**src/logic/tfc_pkg.sv**
```systemverilog
// Summary of operation
// - delay code 00/01/10 gives 0/1/2 bit delay
// - frame starts where sync first seen active
// - zero delay drives preloaded first bit at once
// - zero delay receive samples first bit immediately
// - two bit delay skips the framing bit
// - delay enable postpones first bit turn-on only
// - mode 00 interrupts on ready rising
// - mode 01 interrupts on multichannel block ends
// - mode 10 interrupts on each frame sync
// - mode 11 interrupts on sync error set
// - mode bit 0 makes sync pin input
// - generator pulse drives sync when both set
// - generator mode only matters with mode bit 1
// - spi master drives slave enable per transfer
// - generator sync bit picks pulse source
// - internal sync active high, polarity inverts
// - data bits launch on transmit clock rise
// - unexpected sync aborts, flags error, resends
package tfc_pkg;

    // ****************************************************
    // field positions and reset values
    // ****************************************************
    localparam int TX_DATA_DELAY_LSB = 0;
    localparam int DATA_OUT_DELAY_ENABLE_BIT = 7;
    localparam int TX_INTERRUPT_MODE_LSB = 4;
    localparam int TX_FRAME_SYNC_MODE_BIT = 11;
    localparam int GENERATOR_FRAME_SYNC_MODE_BIT = 12;
    localparam logic [1:0] TX_DATA_DELAY_RESET = 2'h0;
    localparam logic [1:0] TX_INTERRUPT_MODE_RESET = 2'h0;
    localparam logic FLAG_RESET = 1'b0;

    // ****************************************************
    // codes and timing
    // ****************************************************
    localparam logic [1:0] DELAY_ZERO = 2'h0;
    localparam logic [1:0] DELAY_TWO = 2'h2;
    localparam logic [1:0] IRQ_READY = 2'h0;
    localparam logic [1:0] IRQ_BLOCK = 2'h1;
    localparam logic [1:0] IRQ_FRAME = 2'h2;
    localparam logic [1:0] IRQ_SYNC_ERR = 2'h3;
    localparam int WORD_BITS = 16;
    localparam logic [3:0] LAST_BIT_COUNT = 4'hf;
    localparam int CORE_CLK_MHZ = 250;
    localparam int TURN_ON_DELAY_NS = 8;
    localparam int TURN_ON_CYCLES_INT =
        (TURN_ON_DELAY_NS * CORE_CLK_MHZ + 999) / 1000;
    localparam logic [1:0] TURN_ON_CYCLES = TURN_ON_CYCLES_INT[1:0];

    typedef enum logic [1:0] {
        TFC_IDLE = 2'b00,
        TFC_DELAY = 2'b01,
        TFC_SHIFT = 2'b10
    } tfc_tx_st_t;

    typedef struct packed {
        logic [1:0] tx_data_delay;
        logic data_out_delay_enable;
        logic [1:0] tx_interrupt_mode;
        logic tx_frame_sync_mode;
        logic generator_frame_sync_mode;
        logic tx_frame_sync_polarity;
        logic tx_frame_sync_ignore;
        logic [1:0] clock_stop_mode;
        logic spi_master;
        logic generator_sync_select;
        logic multichannel_enable;
    } tfc_cfg_t;

    typedef struct packed {
        tfc_tx_st_t st;
        logic [WORD_BITS-1:0] shreg;
        logic [WORD_BITS-1:0] hold;
        logic [WORD_BITS-1:0] buffer;
        logic buf_full;
        logic loaded;
        logic [1:0] delay_left;
        logic [3:0] bits_left;
        logic fs_seen;
        logic fs_cpu;
        logic copy_fs;
        logic sync_err;
        logic dout;
        logic [1:0] oe_cnt;
        logic irq;
        logic rx_fs_seen;
        logic rx_first;
    } tfc_state_t;

endpackage : tfc_pkg

```
**src/logic/tfc_tx_framing.sv**
```systemverilog
`timescale 1ns/1ps
module tfc_tx_framing (
    input wire logic core_clk_i,
    input wire logic rst_b_i,
    input wire tfc_pkg::tfc_cfg_t cfg_i,
    input wire logic tx_reset_b_i,
    input wire logic tx_bit_rise_i,
    input wire logic tx_bit_fall_i,
    input wire logic rx_bit_fall_i,
    input wire logic generator_frame_pulse_i,
    input wire logic rx_frame_sync_pin_i,
    input wire logic tx_frame_sync_pin_i,
    output logic tx_frame_sync_pin_o,
    output logic tx_frame_sync_pin_oe_b_o,
    input wire logic buf_wr_i,
    input wire logic [tfc_pkg::WORD_BITS-1:0] buf_data_i,
    output logic tx_ready_flag_o,
    input wire logic mc_block_end_i,
    input wire logic sync_err_clear_i,
    output logic tx_sync_error_flag_o,
    output logic tx_interrupt_o,
    output logic serial_data_out_o,
    output logic serial_data_out_oe_b_o,
    output logic rx_first_sample_o
);

    tfc_pkg::tfc_state_t q;
    tfc_pkg::tfc_state_t next_q;
    logic fs_int;
    logic fstart;
    logic start;
    logic abort;
    logic zero_now;

    // ****************************************************
    // frame sync routing
    // ****************************************************
    tfc_fs_route u_route (
        .cfg_i(cfg_i),
        .tx_frame_sync_pin_i(tx_frame_sync_pin_i),
        .generator_frame_pulse_i(generator_frame_pulse_i),
        .rx_frame_sync_pin_i(rx_frame_sync_pin_i),
        .copy_fs_i(q.copy_fs),
        .spi_active_i(q.loaded),
        .fs_int_o(fs_int),
        .tx_frame_sync_pin_o(tx_frame_sync_pin_o),
        .tx_frame_sync_pin_oe_b_o(tx_frame_sync_pin_oe_b_o)
    );

    // frame start is the first falling bit edge with sync active
    assign fstart = tx_bit_fall_i && fs_int && !q.fs_seen
                    && tx_reset_b_i;
    assign start = fstart && (q.st == tfc_pkg::TFC_IDLE) && q.loaded;
    assign abort = fstart && (q.st != tfc_pkg::TFC_IDLE)
                   && !cfg_i.tx_frame_sync_ignore;

    // ****************************************************
    // next state
    // ****************************************************
    always_comb
    begin
        next_q = q;
        next_q.irq = 1'b0;
        next_q.rx_first = 1'b0;
        if (tx_bit_fall_i)
        begin
            next_q.fs_seen = fs_int;
        end
        if (!tx_reset_b_i)
        begin
            // transmitter held in reset: state idle, loaded word, buffer and copy pulse dropped
            next_q.st = tfc_pkg::TFC_IDLE;
            next_q.loaded = 1'b0;
            next_q.buf_full = 1'b0;
            next_q.copy_fs = 1'b0;
        end
        else
        begin
            if (buf_wr_i && !q.buf_full)
            begin
                next_q.buffer = buf_data_i;
                next_q.buf_full = 1'b1;
            end
            // generated pulse ends once the bit clock has seen it
            if (tx_bit_fall_i && q.copy_fs)
            begin
                next_q.copy_fs = 1'b0;
            end
            if (q.buf_full && !q.loaded && (q.st == tfc_pkg::TFC_IDLE))
            begin
                // first bit is placed on the pin ahead of the sync
                next_q.shreg = q.buffer;
                next_q.hold = q.buffer;
                next_q.dout = q.buffer[tfc_pkg::WORD_BITS-1];
                next_q.loaded = 1'b1;
                next_q.buf_full = 1'b0;
                next_q.copy_fs = cfg_i.tx_frame_sync_mode
                                 && !cfg_i.generator_frame_sync_mode;
            end
            if (start || abort)
            begin
                if (abort)
                begin
                    // reload the aborted word and resend it
                    next_q.shreg = q.hold;
                    next_q.dout = q.hold[tfc_pkg::WORD_BITS-1];
                end
                next_q.bits_left = tfc_pkg::LAST_BIT_COUNT;
                // reserved code behaves as the two bit delay
                next_q.delay_left = (cfg_i.tx_data_delay[1])
                                    ? tfc_pkg::DELAY_TWO
                                    : cfg_i.tx_data_delay;
                if (cfg_i.tx_data_delay == tfc_pkg::DELAY_ZERO)
                    next_q.st = tfc_pkg::TFC_SHIFT;
                else
                    next_q.st = tfc_pkg::TFC_DELAY;
                if (abort)
                    next_q.oe_cnt = cfg_i.data_out_delay_enable
                                    ? tfc_pkg::TURN_ON_CYCLES : 2'h0;
            end
            else if (tx_bit_rise_i)
            begin
                // bits after the first launch on the rising bit clock
                unique case (q.st)
                    tfc_pkg::TFC_DELAY:
                    begin
                        // with two bits, the framing bit slot is skipped
                        next_q.delay_left = q.delay_left - 2'h1;
                        if (q.delay_left == 2'h1)
                        begin
                            next_q.st = tfc_pkg::TFC_SHIFT;
                            next_q.dout =
                                q.shreg[tfc_pkg::WORD_BITS-1];
                        end
                    end
                    tfc_pkg::TFC_SHIFT:
                    begin
                        if (q.bits_left == 4'h0)
                        begin
                            next_q.st = tfc_pkg::TFC_IDLE;
                            next_q.loaded = 1'b0;
                        end
                        else
                        begin
                            next_q.shreg = {q.shreg[tfc_pkg::WORD_BITS-2:0],
                                            1'b0};
                            next_q.dout =
                                q.shreg[tfc_pkg::WORD_BITS-2];
                            next_q.bits_left = q.bits_left - 4'h1;
                        end
                    end
                    tfc_pkg::TFC_IDLE:
                    begin
                        next_q.st = tfc_pkg::TFC_IDLE;
                    end
                    default:
                    begin
                        next_q.st = tfc_pkg::TFC_IDLE;
                    end
                endcase
            end
        end
        // turn-on delay rearms between words, counts only on the first bit
        if (q.st == tfc_pkg::TFC_IDLE)
            next_q.oe_cnt = cfg_i.data_out_delay_enable
                            ? tfc_pkg::TURN_ON_CYCLES : 2'h0;
        else if ((q.st == tfc_pkg::TFC_SHIFT) && (q.oe_cnt != 2'h0))
            next_q.oe_cnt = q.oe_cnt - 2'h1;
        // software clear loses to a new error in the same cycle
        if (sync_err_clear_i)
            next_q.sync_err = 1'b0;
        if (abort)
            next_q.sync_err = 1'b1;
        // sync sampled on the core clock, even with the transmitter reset
        next_q.fs_cpu = fs_int;
        unique case (cfg_i.tx_interrupt_mode)
            tfc_pkg::IRQ_READY:
                next_q.irq = q.buf_full && !next_q.buf_full;
            tfc_pkg::IRQ_BLOCK:
                next_q.irq = cfg_i.multichannel_enable
                             && mc_block_end_i;
            tfc_pkg::IRQ_FRAME:
                next_q.irq = fs_int && !q.fs_cpu;
            tfc_pkg::IRQ_SYNC_ERR:
                next_q.irq = !q.sync_err && next_q.sync_err;
        endcase
        // receive side: zero delay samples on the detecting edge
        if (rx_bit_fall_i)
        begin
            next_q.rx_fs_seen = rx_frame_sync_pin_i;
            next_q.rx_first = rx_frame_sync_pin_i && !q.rx_fs_seen
                && (cfg_i.tx_data_delay == tfc_pkg::DELAY_ZERO);
        end
    end

    // ****************************************************
    // state register
    // ****************************************************
    always_ff @(posedge core_clk_i or negedge rst_b_i)
    begin
        if (!rst_b_i)
            q <= '0;
        else
            q <= next_q;
    end

    // ****************************************************
    // outputs
    // ****************************************************
    // zero delay: pin turns on as soon as sync is seen, no edge wait
    assign zero_now = (q.st == tfc_pkg::TFC_IDLE) && q.loaded && fs_int
                      && (cfg_i.tx_data_delay == tfc_pkg::DELAY_ZERO)
                      && tx_reset_b_i;
    assign serial_data_out_oe_b_o = !(((q.st == tfc_pkg::TFC_SHIFT)
                                       || zero_now)
                                      && (q.oe_cnt == 2'h0));
    assign serial_data_out_o = q.dout;
    assign tx_ready_flag_o = !q.buf_full;
    assign tx_sync_error_flag_o = q.sync_err;
    assign tx_interrupt_o = q.irq;
    assign rx_first_sample_o = q.rx_first;
endmodule : tfc_tx_framing

```
**src/logic/tfc_fs_route.sv**
```systemverilog
`timescale 1ns/1ps
module tfc_fs_route (
    input wire tfc_pkg::tfc_cfg_t cfg_i,
    input wire logic tx_frame_sync_pin_i,
    input wire logic generator_frame_pulse_i,
    input wire logic rx_frame_sync_pin_i,
    input wire logic copy_fs_i,
    input wire logic spi_active_i,
    output logic fs_int_o,
    output logic tx_frame_sync_pin_o,
    output logic tx_frame_sync_pin_oe_b_o
);

    logic gen_fs;
    logic own_fs;
    logic spi_mode;

    // ****************************************************
    // source selection
    // ****************************************************
    // generator pulse may be slaved to the receive sync pin
    assign gen_fs = cfg_i.generator_sync_select
                    ? rx_frame_sync_pin_i
                    : generator_frame_pulse_i;
    assign spi_mode = cfg_i.clock_stop_mode[1] && cfg_i.spi_master;

    // generator pulse, else slave enable held for the whole word, else copy pulse
    always_comb
    begin
        if (cfg_i.generator_frame_sync_mode)
            own_fs = gen_fs;
        else if (spi_mode)
            own_fs = spi_active_i;
        else
            own_fs = copy_fs_i;
    end

    // internal sync is active high; polarity inverts both ways
    always_comb
    begin
        if (cfg_i.tx_frame_sync_mode)
        begin
            fs_int_o = own_fs;
            tx_frame_sync_pin_o = own_fs
                                  ^ cfg_i.tx_frame_sync_polarity;
            tx_frame_sync_pin_oe_b_o = 1'b0;
        end
        else
        begin
            // spi slave enable also arrives here
            fs_int_o = tx_frame_sync_pin_i
                       ^ cfg_i.tx_frame_sync_polarity;
            tx_frame_sync_pin_o = 1'b0;
            tx_frame_sync_pin_oe_b_o = 1'b1;
        end
    end

endmodule : tfc_fs_route

```
**config.mk**
```make
export PLATFORM = sky130hd
export DESIGN_NAME = tfc_tx_framing
export DESIGN_NICKNAME = d
export VERILOG_FILES = /design/src/logic/tfc_pkg.sv /design/src/logic/tfc_tx_framing.sv /design/src/logic/tfc_fs_route.sv
export SDC_FILE = /design/constraint.sdc
export NUM_CORES = 1
export LEC_CHECK = 0
export ABC_AREA = 1
export BUFFER_PORTS_ARGS = -buffer_cell sky130_fd_sc_hd__buf_2
export CELL_PAD_IN_SITES_DETAIL_PLACEMENT = 1
export CELL_PAD_IN_SITES_GLOBAL_PLACEMENT = 2
export CORE_ASPECT_RATIO = 1.2
export CORE_MARGIN = 8
export CORE_UTILIZATION = 33
export DETAILED_ROUTE_END_ITERATION = 10
export PLACE_DENSITY = 0.86
export SLEW_MARGIN = 10
export SYNTH_ARGS = -nofsm -noshare
export SYNTH_HDL_FRONTEND = slang
export SYNTH_SLANG_ARGS = --single-unit
```
**constraint.sdc**
```tcl
create_clock -name core_clk_i -period 2.4 [get_ports core_clk_i]
set_clock_uncertainty 0.15 [all_clocks]
set_input_delay 0.48 -clock core_clk_i [delete_from_list [all_inputs] [get_ports core_clk_i]]
set_output_delay 0.48 -clock core_clk_i [all_outputs]
set_load 0.1 [all_outputs]
```
==> results.sh <==
export IMPL_total_power_uw=3840
export IMPL_synth_fp_nets=580
export IMPL_core_area_mm2=0.0119
export IMPL_place_congestion=0.768
export IMPL_p_leak_uw=0.00248
export IMPL_ys_seq_area_frac=0.430
export IMPL_wl_met2_um=5840
export IMPL_synthDistinctLibCells=34
export IMPL_synth_seq_cells=68
export IMPL_synthArstFlopShare=1.00
export IMPL_syn_avg_cell_area_um2=7.46
export IMPL_ctsRootBufferMaster="clkbuf_16"
export IMPL_critPathKind="reg -> out"
export IMPL_p_seq_frac=0.407
export IMPL_postCtsResizedCells=3
export IMPL_cap_violations=0
export IMPL_synth_top_cell_by_area="dfrtp_1"
export IMPL_cts_setup_buffers=0
export IMPL_grt_usage=0.160
export IMPL_antenna_left=0
export IMPL_maxSlewViolCount=0
export IMPL_synthMuxAreaShare=0.00853
export IMPL_routed_via_count=3713
export IMPL_swShare=0.332
export IMPL_status="finished clean"
export IMPL_post_dp_hpwl_um=7860
export IMPL_antenna_found_initial=0
export IMPL_avgRoutedWirePerCell_um=15.8
export IMPL_top_layer_used="met4"
export IMPL_fmax_mhz=433
export IMPL_crit_arrival_ps=1680
export IMPL_p_int_uw=2560
export IMPL_synth_compound_area_share=0.164
export IMPL_path_clk_slew_ps=50
export IMPL_fin_crit_sh=0.962
export IMPL_synthSimpleGateAreaFrac=0.246
export IMPL_synth_common_cells="109 x nand2_1, 85 x inv_1, 68 x dfrtp_1"
export IMPL_clk_path_buf_depth=2
export IMPL_fin_util=0.398
export IMPL_slew_headroom=0.674
export IMPL_finalSetupViolations=0
export IMPL_detail_route_first_pass_iterations=4
export IMPL_irDropWorstVdd_mv=0.280
export IMPL_numClockSinks=68
export IMPL_vias_per_cell=5.00
export IMPL_critPathMaxFanout=5
export IMPL_required_ps=1770
export IMPL_h_tree_depth=3
export IMPL_hold_class="in -> async"
export IMPL_period_minus_slack_ps=2310
export IMPL_cp_end_kind="output pin"
export IMPL_p_sw_uw=1270
export IMPL_grt_pass1_wl_um=19900
export IMPL_ctsHoldBuffers=0
export IMPL_startpoint_type="flip-flop"
export IMPL_wirelength_um=11700
export IMPL_synth_flop_cell="dfrtp_1"
export IMPL_cts_tree="done"
export IMPL_synth_most_common_cell="nand2_1"
export IMPL_hold_viol=0
export IMPL_diodes=0
export IMPL_synth_top_cell_area_share=0.430
export IMPL_remaining_drc_errors=0
export IMPL_dieArea_mm2=0.0158
export IMPL_io_buffers=48
export IMPL_syn_cell_area_mm2=0.00396
export IMPL_synthXorXnorAreaFrac=0.00442
export IMPL_rows=44
export IMPL_first_global_vias=4011
export IMPL_ios=50
export IMPL_tightest_slew_ps=492
export IMPL_grt_start_max_net_pins=69
export IMPL_ys_warnings_count=0
export IMPL_area_growth_pct=19.7
export IMPL_ys_top_cells_by_area="dfrtp_1 43%, nand2_1 10%, inv_1 8.1%"
export IMPL_clk_latency_ps=330
export IMPL_drt_iter0_markers=160
export IMPL_cts_buffers=9
export IMPL_die_w_um=116
export IMPL_dr_wl_met3_um=395
export IMPL_fin_nets=626
export IMPL_combPwrFrac=0.261
export IMPL_start_util=0.333
export IMPL_synth_edf_count=0
export IMPL_synthCells=531
export IMPL_final_layout_size_suffix_gt1_frac=0.174
export IMPL_synth_top_family_by_area="simple AND/OR/NAND/NOR gates"
export IMPL_synth_fa_ha_area_frac=0.0221
export IMPL_die_h_um=136
export IMPL_grt_ovfl_total=0
export IMPL_clkPwrFrac=0.331
export IMPL_wirelength_met1_um=5290
export IMPL_power_density_mw_per_mm2=810
==> cell type report <==
| cell class | count | area [um2] |
|---|---|---|
| clock buffers | 15 | 278 |
| clock inverters | 1 | 5.00 |
| fillers | 1514 | 7150 |
| inverters | 91 | 345 |
| multi-input cells | 345 | 1790 |
| flip-flops and latches | 68 | 1700 |
| well taps | 161 | 201 |
| repair buffers | 62 | 413 |
==> per-layer routing <==
layer,global-route usage,vias to the layer above
met3,0.0204,14
li1,-,1795
met5,0,-
met4,0.0722,0
met2,0.276,62
met1,0.192,1842
==> flip-flops by register name, indices dropped and copies added (netlist names) <==
| register | cells |
|---|---|
| rx_first_sample_o | 1 |
| serial_data_out_o | 1 |
| q | 64 |
| tx_sync_error_flag_o | 1 |
| tx_interrupt_o | 1 |
==> logic make-up (layout without fill, tap and decap cells) <==
kind of cell    count (synthesis)  after routing
simple gates                  214            214
compound gates                119            119
buf+inv                       118            169
flops                          68             68
fa+ha+maj                       7              7
mux                             3              3
xor+xnor                        2              2
==> stage by stage <==
step                      cell area, um2  hold WS, ps  TNS (ps)  worst slack [ps]  instances
after floorplan                     3980         34.4     -92.8             -62.5        531
after global placement              4440          272         0               124        727
after detailed placement            4440          282         0               109        727
after CTS                           4730         30.3         0              41.7        743
after global routing                4740         52.5     -18.0             -18.0        743
final                               4740         17.4         0              90.4        743
==> worst paths after layout <==
| path | from | cells after the start | end | slack (ps) |
|---|---|---|---|---|
| max | q[67] | 8 | serial_data_out_oe_b_o | 90 |
| min | rst_b_i | 2 | q[21] | 20 |
| max reg2reg | q[67] | 11 | q[67] | 390 |
| min reg2reg | q[1] | 1 | rx_first_sample_o | 280 |
| max in group asynchronous | rst_b_i | 2 | q[17] | 1790 |
| min in group core_clk_i | sync_err_clear_i | 2 | tx_sync_error_flag_o | 180 |
==> layout by cell type, fill, tap and decap left out, types with 2 or more instances in the layout <==
cell type	synthesis	routed
buf_2	5	46
inv_1	85	83
a21oi_1	56	56
clkbuf_8	0	3
o21ai_1	3	3
mux2_2	3	3
nand4_1	20	20
o21a_1	14	14
o21ai_0	40	39
nand2_1	109	108
a21oi_2	2	2
buf_4	3	11
nand3_2	2	2
nand3_1	30	30
xor2_1	2	2
nor2_1	41	41
clkbuf_1	12	3
inv_2	6	7
buf_12	0	5
ha_1	7	6
nor2_4	2	2
dfrtp_1	68	68
clkbuf_16	0	9
nor3_1	3	2
nand2_4	1	2
==> power groups by stage <==
stage / sequential, uW / combinational [uW] / clock, uW
after floorplan: 1580 / 701 / 0
after global placement: 1570 / 954 / 0
after detailed placement: 1580 / 1010 / 0
after CTS: 1560 / 1020 / 1300
after global routing: 1600 / 1160 / 1340
final: 1560 / 1000 / 1270
==> worst max-delay path, stage by stage, from the launching register on <==
cell and delay [ps]:
dfrtp_1 400, inv_1 130, ha_4 190, nand2_1 60, inv_1 70, nand3_1 100, o21ai_2 180, nand2_4 70
buf_12 160
Note: power is estimated with default switching activity, not from simulation.
